$ cat src/hw/awr_defines.svh
// constants for the wide register access port
`ifndef AWR_DEFINES_SVH
`define AWR_DEFINES_SVH
`define AWR_ADDR_W 28
`define AWR_DATA_W 32
`define AWR_STAGED_BIT 27
`define AWR_TIMEOUT_CYC 64
`define AWR_MEM_LAT 12
`define AWR_WIDE_BASE 28'h0001000
`define AWR_WIDE_ENTRIES 16
`define AWR_WIDE_WORDS 3
`define AWR_WIDE_SLOT_LOG2 2
`define AWR_WIDE_BITS 72
`define AWR_NARROW_ADDR 28'h0000010
`define AWR_NARROW_RESET 32'h00000000
`endif

$ cat src/hw/awr_pkg.sv
// types for the wide register access port
`default_nettype none
`include "awr_defines.svh"
package awr_pkg;
  typedef enum logic [1:0] {
    AWR_IDLE = 2'b00,
    AWR_BUSY = 2'b01,
    AWR_DONE = 2'b10
  } awr_state_t;
  typedef struct packed {
    logic write;
    logic staged;
    logic [`AWR_ADDR_W-2:0] addr;
    logic [`AWR_DATA_W-1:0] wdata;
  } awr_req_t;
endpackage
`default_nettype wire

$ cat src/hw/awr_apb_port.sv
// apb slave with staged access to wide table entries
`default_nettype none
`include "awr_defines.svh"
module awr_apb_port #(
  parameter int TIMEOUT = `AWR_TIMEOUT_CYC,
  parameter int ENTRIES = `AWR_WIDE_ENTRIES,
  parameter int WORDS = `AWR_WIDE_WORDS,
  parameter int SLOT_LOG2 = `AWR_WIDE_SLOT_LOG2
) (
  input wire logic ref_clk,
  input wire logic reset,
  input wire logic psel,
  input wire logic penable,
  input wire logic pwrite,
  input wire logic [`AWR_ADDR_W-1:0] paddr,
  input wire logic [`AWR_DATA_W-1:0] pwdata,
  output logic [`AWR_DATA_W-1:0] prdata,
  output logic pready,
  output logic pslverr,
  output logic [`AWR_DATA_W-1:0] narrow_cfg
);
  localparam int DW = `AWR_DATA_W;
  localparam int WB = `AWR_WIDE_BITS;
  localparam int IW = $clog2(ENTRIES);

  awr_pkg::awr_state_t state;
  awr_pkg::awr_req_t req;
  logic [WB-1:0] shadow;
  logic [7:0] wait_cnt;
  logic mem_start;
  logic mem_done;
  logic [WB-1:0] mem_rdata;
  logic [WB-1:0] merged;
  logic [DW*WORDS-1:0] shadow_ext;

  // ----------------------------------------
  // address decode
  // ----------------------------------------
  // slot offset, wide hit and word select are used by several processes
  function automatic logic is_wide(input logic [`AWR_ADDR_W-2:0] a);
    logic [`AWR_ADDR_W-2:0] base;
    logic [`AWR_ADDR_W-2:0] off;
    base = (`AWR_ADDR_W-1)'(`AWR_WIDE_BASE);
    off = a - base;
    is_wide = (a >= base) && ((off >> (SLOT_LOG2 + 2)) < ENTRIES)
      && (int'(off[SLOT_LOG2+1:2]) < WORDS) && (off[1:0] == 2'b00);
  endfunction
  function automatic logic [SLOT_LOG2-1:0] word_sel(input logic [`AWR_ADDR_W-2:0] a);
    word_sel = a[SLOT_LOG2+1:2];
  endfunction
  function automatic logic [IW-1:0] entry_sel(input logic [`AWR_ADDR_W-2:0] a);
    logic [`AWR_ADDR_W-2:0] off;
    off = a - (`AWR_ADDR_W-1)'(`AWR_WIDE_BASE);
    entry_sel = IW'(off >> (SLOT_LOG2 + 2));
  endfunction

  logic hit_wide;
  logic hit_narrow;
  logic [SLOT_LOG2-1:0] wsel;
  assign hit_wide = is_wide(req.addr);
  assign hit_narrow = (req.addr == (`AWR_ADDR_W-1)'(`AWR_NARROW_ADDR));
  assign wsel = word_sel(req.addr);
  assign shadow_ext = (DW*WORDS)'(shadow);

  // merge bus word into shadow copy for a direct write to the table or a staged write to the shadow
  always_comb begin
    logic [DW*WORDS-1:0] tmp;
    tmp = shadow_ext;
    tmp[wsel*DW +: DW] = req.wdata;
    merged = WB'(tmp);
  end

  // ----------------------------------------
  // transfer sequencing
  // ----------------------------------------
  // a direct wide access goes to memory; staged wide and direct narrow accesses end at once, the rest by timeout
  always_ff @(posedge ref_clk) begin
    if (reset) begin
      state <= awr_pkg::AWR_IDLE;
      req <= '0;
      wait_cnt <= 8'h00;
      mem_start <= 1'b0;
      pready <= 1'b0;
      pslverr <= 1'b0;
      prdata <= 32'h00000000;
    end else begin
      mem_start <= 1'b0;
      pready <= 1'b0;
      pslverr <= 1'b0;
      unique case (state)
        awr_pkg::AWR_IDLE: begin
          if (psel && !penable) begin
            req.write <= pwrite;
            req.staged <= paddr[`AWR_STAGED_BIT];
            req.addr <= paddr[`AWR_ADDR_W-2:0];
            req.wdata <= pwdata;
            wait_cnt <= 8'h00;
            state <= awr_pkg::AWR_BUSY;
          end
        end
        awr_pkg::AWR_BUSY: begin
          wait_cnt <= wait_cnt + 8'h01;
          if (hit_wide && !req.staged) begin
            if (wait_cnt == 8'h00) begin
              mem_start <= 1'b1;
            end
            if (mem_done) begin
              prdata <= req.write ? 32'h00000000 : DW'(mem_rdata >> (wsel*DW));
              pready <= 1'b1;
              state <= awr_pkg::AWR_DONE;
            end
          end else if (hit_wide) begin
            // staged access served from the shadow alone
            prdata <= req.write ? 32'h00000000 : shadow_ext[wsel*DW +: DW];
            pready <= 1'b1;
            state <= awr_pkg::AWR_DONE;
          end else if (hit_narrow && !req.staged) begin
            prdata <= req.write ? 32'h00000000 : narrow_cfg;
            pready <= 1'b1;
            state <= awr_pkg::AWR_DONE;
          end else if (wait_cnt == 8'(TIMEOUT - 1)) begin
            // no range check: unmapped space only ends by timeout
            prdata <= 32'h00000000;
            pready <= 1'b1;
            pslverr <= 1'b1;
            state <= awr_pkg::AWR_DONE;
          end
        end
        awr_pkg::AWR_DONE: begin
          state <= awr_pkg::AWR_IDLE;
        end
        default: state <= awr_pkg::AWR_IDLE;
      endcase
    end
  end

  // ----------------------------------------
  // shadow register and narrow register
  // ----------------------------------------
  // shadow loads on direct reads and staged writes only
  always_ff @(posedge ref_clk) begin
    if (reset) begin
      shadow <= '0;
    end else if (state == awr_pkg::AWR_BUSY && hit_wide) begin
      if (!req.staged && !req.write && mem_done) begin
        shadow <= mem_rdata;
      end else if (req.staged && req.write) begin
        shadow <= merged;
      end
    end
  end

  always_ff @(posedge ref_clk) begin
    if (reset) begin
      narrow_cfg <= `AWR_NARROW_RESET;
    end else if (state == awr_pkg::AWR_BUSY && hit_narrow && !req.staged && req.write) begin
      narrow_cfg <= req.wdata;
    end
  end

  // the write carries whatever the shadow holds: no lock against hardware updates
  awr_table #(
    .ENTRIES(ENTRIES),
    .WIDTH(WB),
    .LAT(`AWR_MEM_LAT)
  ) u_table (
    .ref_clk(ref_clk),
    .reset(reset),
    .start(mem_start),
    .wr(req.write),
    .index(entry_sel(req.addr)),
    .wdata(merged),
    .rdata(mem_rdata),
    .done(mem_done)
  );

  // ----------------------------------------
  // assertions
  // ----------------------------------------
  chk_err_timeout: assert property (@(posedge ref_clk) disable iff (reset)
    pslverr |-> pready && !$past(hit_wide) && !$past(hit_narrow && !req.staged))
    else $error("pslverr without unmapped access");
  // direct wide accesses wait on the table, not on the timeout, so they are left out here
  chk_timeout_bound: assert property (@(posedge ref_clk) disable iff (reset)
    state == awr_pkg::AWR_BUSY && !(hit_wide && !req.staged) |-> wait_cnt < 8'(TIMEOUT))
    else $error("transfer exceeded timeout");
  chk_staged_fast: assert property (@(posedge ref_clk) disable iff (reset)
    $rose(state == awr_pkg::AWR_BUSY) && hit_wide && req.staged |=> pready && !pslverr)
    else $error("staged access waited");
  chk_staged_noread: assert property (@(posedge ref_clk) disable iff (reset)
    state == awr_pkg::AWR_BUSY && req.staged |-> !mem_start)
    else $error("staged access touched memory");
  chk_direct_fill: assert property (@(posedge ref_clk) disable iff (reset)
    state == awr_pkg::AWR_BUSY && hit_wide && !req.staged && !req.write && mem_done
    |=> shadow == $past(mem_rdata))
    else $error("direct read did not fill shadow");
  chk_shadow_read: assert property (@(posedge ref_clk) disable iff (reset)
    state == awr_pkg::AWR_BUSY && hit_wide && req.staged && !req.write
    |=> prdata == $past(shadow_ext[wsel*DW +: DW]))
    else $error("staged read data mismatch");
  chk_staged_wr: assert property (@(posedge ref_clk) disable iff (reset)
    state == awr_pkg::AWR_BUSY && hit_wide && req.staged && req.write
    |=> shadow == $past(merged))
    else $error("staged write did not load shadow word");
  chk_hold_shadow: assert property (@(posedge ref_clk) disable iff (reset)
    state == awr_pkg::AWR_BUSY && hit_wide && !req.staged && req.write |=> $stable(shadow))
    else $error("direct write changed shadow");
  chk_direct_lat: assert property (@(posedge ref_clk) disable iff (reset)
    mem_start |-> ##[1:20] mem_done)
    else $error("memory access not completed");
  cov_timeout: cover property (@(posedge ref_clk) pslverr);
  cov_direct_read: cover property (@(posedge ref_clk) mem_done && !req.write);
  cov_direct_write: cover property (@(posedge ref_clk) mem_done && req.write);
  cov_staged: cover property (@(posedge ref_clk) pready && req.staged && hit_wide);
endmodule
`default_nettype wire

$ cat src/hw/awr_table.sv
// wide table memory with a fixed access latency
`default_nettype none
`include "awr_defines.svh"
module awr_table #(
  parameter int ENTRIES = `AWR_WIDE_ENTRIES,
  parameter int WIDTH = `AWR_WIDE_BITS,
  parameter int LAT = `AWR_MEM_LAT
) (
  input wire logic ref_clk,
  input wire logic reset,
  input wire logic start,
  input wire logic wr,
  input wire logic [$clog2(ENTRIES)-1:0] index,
  input wire logic [WIDTH-1:0] wdata,
  output logic [WIDTH-1:0] rdata,
  output logic done
);
  logic [WIDTH-1:0] mem [ENTRIES];
  logic [7:0] cnt;
  logic run;
  // latency counter models the busy arbitration toward the memory
  always_ff @(posedge ref_clk) begin
    if (reset) begin
      cnt <= 8'h00;
      run <= 1'b0;
      done <= 1'b0;
    end else begin
      done <= 1'b0;
      if (start) begin
        run <= 1'b1;
        cnt <= 8'(LAT);
      end else if (run) begin
        if (cnt == 8'h01) begin
          run <= 1'b0;
          done <= 1'b1;
        end
        cnt <= cnt - 8'h01;
      end
    end
  end
  // whole entry written in one cycle, so a write is atomic
  always_ff @(posedge ref_clk) begin
    if (run && cnt == 8'h01) begin
      if (wr) begin
        mem[index] <= wdata;
      end
      rdata <= mem[index];
    end
  end
endmodule
`default_nettype wire

$ cat config.mk
export PLATFORM = sky130hd
export DESIGN_NAME = awr_apb_port
export DESIGN_NICKNAME = d
export VERILOG_FILES = /design/src/hw/awr_pkg.sv /design/src/hw/awr_apb_port.sv /design/src/hw/awr_table.sv
export VERILOG_INCLUDE_DIRS = /design/src /design/src/hw
export SDC_FILE = /design/constraint.sdc
export NUM_CORES = 2
export LEC_CHECK = 0
export BUFFER_PORTS_ARGS = -buffer_cell sky130_fd_sc_hd__buf_4
export CAP_MARGIN = 10
export CORE_MARGIN = 2
export CORE_UTILIZATION = 62
export CTS_CLUSTER_SIZE = 10
export DETAILED_ROUTE_END_ITERATION = 10
export PLACE_DENSITY_LB_ADDON = 0.05
export RECOVER_POWER = 50
export SYNTH_ARGS = -nofsm -noshare
export SYNTH_HDL_FRONTEND = slang
export SYNTH_SLANG_ARGS = --single-unit
export TNS_END_PERCENT = 10
$ cat constraint.sdc
create_clock -name ref_clk -period 10.3 [get_ports ref_clk]
set_input_delay 1.545 -clock ref_clk [delete_from_list [all_inputs] [get_ports ref_clk]]
set_output_delay 1.545 -clock ref_clk [all_outputs]
set_load 0.005 [all_outputs]
==> metrics.cfg <==
[logic_synthesis]
avgSynthCellArea_sq_um = 18.0
yosysWarnings = 0
synth_top_area_share_pct = 64.7
synth_nets = 3229
async_flop_share_pct = 0
synth-edff-count = 1224
synth_cell_type_count = 67
syn_inst = 3153
synth_area_leaders = edfxtp_1 65%, mux4_2 15%, dfxtp_1 7.8%
synth_most_common_cell = edfxtp_1
netlist_area_sq_mm = 0.0568
synth-main-ff-cell = edfxtp_1
yosys-top-cells-count = 1224 x edfxtp_1, 386 x mux4_2, 339 x nand2_1
synth_top_cell_by_area = edfxtp_1
synth-seq-cells = 1444
yosysSeqAreaShare_pct = 72.5

[power_and_ir_drop]
leakage_nw = 19.3
power.density_mw_per_mm2 = 189
peakVddDrop_mv = 0.159

[route]
viasPerCell = 6.86
wl_per_cell_um = 32.0
dr.pass1.iters = 6
drc = 0
finalWirelength_um = 148000
ant_nets = 0
vias = 31674
drt_iter0_markers = 4195

[critical_path]
required_ns = 10.88
cp-end-kind = flip-flop
r2r_end = u_table.mem[4][14]
r2r-start = u_table.cnt[3]
crit_arrival_ns = 7.62
rrSetupSlack_ns = 3.28
cp-start-kind = input port
r2r.worst_path.cells = 7
worstSetupPathType = in2reg
crit_fanout = 137

[timing]
fin_ws_ns = 3.25
setup_tns_ns = 0
final.setup_skew_ns = 0.0333
setup_viol = 0
finalHoldViolCount = 0
layout_worst_path_cycle_share_pct = 68.4
worstMarginPinSlew_ns = 6.53
rsz0062_at_grt = no
slew_viol_final = 591
max_freq_ghz = 0.142
min_period_ns = 7.05
relSlewSlack_pct = -336

[cells_and_area]
final_area_sq_mm = 0.0636
synthToLayoutAreaGrowth_pct = 11.9
multi_input_comb_area_sq_mm = 0.0146
regArea_sq_mm = 0.0412
layout.nets = 3401
fillerInstances = 5765
post_route_cells_drive_above_1_share_pct = 21.9

[floorplanning]
ioPinCount = 131
core_region_area_sq_mm = 0.0912
start_util_pct = 62.2
die_h_um = 307
num_rows = 111
die_w_um = 307
die_area_sq_mm = 0.0940

[placement]
io_buffers = 130
pre_cts_ws_ns = 5.71
dp_hpwl_um = 82900
place_area_sq_mm = 0.0593
place_congestion = 0.859

[global_route]
grt_start_max_net_pins = 149
grt_pass1_wl_um = 215000
track_usage_pct = 32.0
first_global_vias = 31384
overflow = 0
antenna_found_initial = 3

[outcome]
status = finished, violations left
violations = max-capacitance violations, max-slew violations

[cts]
cts_buffer_depth = 3
root_buffer = clkbuf_16
cts_setup_buffers = 0
cts.sinks = 1444
cts_resized = 0
cts_hold_buffers = 0
cts_htree_levels = 4
clkTransAtPathRegs_ns = 0.06
clk_latency_ns = 0.77
cts_tree = done
cts_buffers = 164

[min_path]
worstHoldStart = shadow[3]
hold_end = shadow[3]
hold_class = reg2reg
min_delay_path_depth = 2

[run]
cap_violations = 19

-- routing by layer --
| layer | vias up | GRT usage (%) | share of wire, % |
|---|---|---|---|
| met3 | 292 | 7.37 | 11 |
| met2 | 1959 | 49.5 | 48 |
| met4 | 0 | 11.7 | 3.4 |
| met1 | 16468 | 45.6 | 38 |
| li1 | 12955 | - | - |
| met5 | - | 0 | 0 |
-- registers in the layout, indices dropped and copies added, names as in the netlist --
register,count
u_table.mem,1152
shadow,72
u_table.rdata,72
req,61
narrow_cfg,32
prdata,32
u_table.cnt,8
wait_cnt,8
state,2
mem_start,1
pready,1
pslverr,1
u_table.done,1
u_table.run,1
-- layout make-up --
class	instances	share of cell area, %
Sequential cell	1444	64.8
Clock buffer	260	7.20
Tap cell	1186	2.33
Timing Repair Buffer	224	2.24
Multi-Input combinational cell	1439	23.0
Inverter	52	0.307
Clock inverter	12	0.207
Antenna cell	2	0.00787
-- how the worst max path moves through the flow --
stage,start,end,slack [ns],cells past startpoint
after floorplan,u_table.cnt[3],u_table.mem[0][0],3.14,6
after global placement,u_table.cnt[3],u_table.mem[14][24],5.73,7
after detailed placement,req[36],u_table.mem[7][26],5.71,4
after CTS,req[36],u_table.mem[7][26],5.73,4
after global routing,req[36],u_table.mem[13][24],2.90,5
final,reset,shadow[19],3.25,3
-- worst max-delay path, stage by stage --
cell and delay [ns]:
clkbuf_1 4.48, buf_4 1.29, a21oi_1 0.09
-- kinds of logic after synthesis --
logic type / Yosys count / synth area share, %
flip-flops: 1444 / 72.5
AND/OR/NAND/NOR: 563 / 4.56
AO/OA/AOI/OAI: 455 / 5.05
multiplexers: 402 / 15.6
buffers and inverters: 270 / 1.96
adder cells (fa/ha/maj): 11 / 0.242
XOR/XNOR: 8 / 0.123
-- per-stage QoR --
stage / hold slack (ns) / instances / util [%] / total power [W]
after floorplan: 0.432 / 3153 / - / 0.00673
after global routing: 0.478 / 4618 / 69.7 / 0.0123
after global placement: 0.441 / 4344 / 65.0 / 0.00689
after detailed placement: 0.448 / 4344 / 65.0 / 0.00690
after CTS: 0.457 / 4616 / 70.1 / 0.0120
final: 0.459 / 4619 / 69.7 / 0.0120
-- power breakdown --
| group | internal (W) | switching [W] | total (W) |
|---|---|---|---|
| Clock | 0.00302 | 0.00218 | 0.00521 |
| Sequential | 0.00630 | 0.0000311 | 0.00633 |
| Combinational | 0.000183 | 0.000265 | 0.000448 |
-- cell usage in the layout, fill, tap and decap left out, types with 4 or more instances in the layout --
cell type,netlist,layout
a21oi_1,183,183
or3_1,8,7
xor2_1,4,4
clkbuf_4,1,31
o2bb2ai_1,4,4
a22o_1,32,32
a31oi_1,49,49
dfxtp_1,220,216
o311a_1,4,4
o21ai_0,48,44
a211oi_1,30,30
mux2i_1,13,13
mux4_2,386,386
o211ai_1,80,80
clkbuf_16,0,168
a21o_1,4,4
nand3_1,9,9
nor4_1,8,8
buf_4,6,115
xnor2_1,4,4
inv_1,52,52
nand2_1,339,339
and3_1,4,4
nor2_4,0,5
a221oi_1,4,4
inv_6,0,6
ha_1,11,11
clkbuf_1,152,165
nor3_1,33,32
edfxtp_1,1224,1224
nor2_1,49,43
a22oi_1,4,4
nand2b_1,75,75
Power figures use the tool's default switching activity.
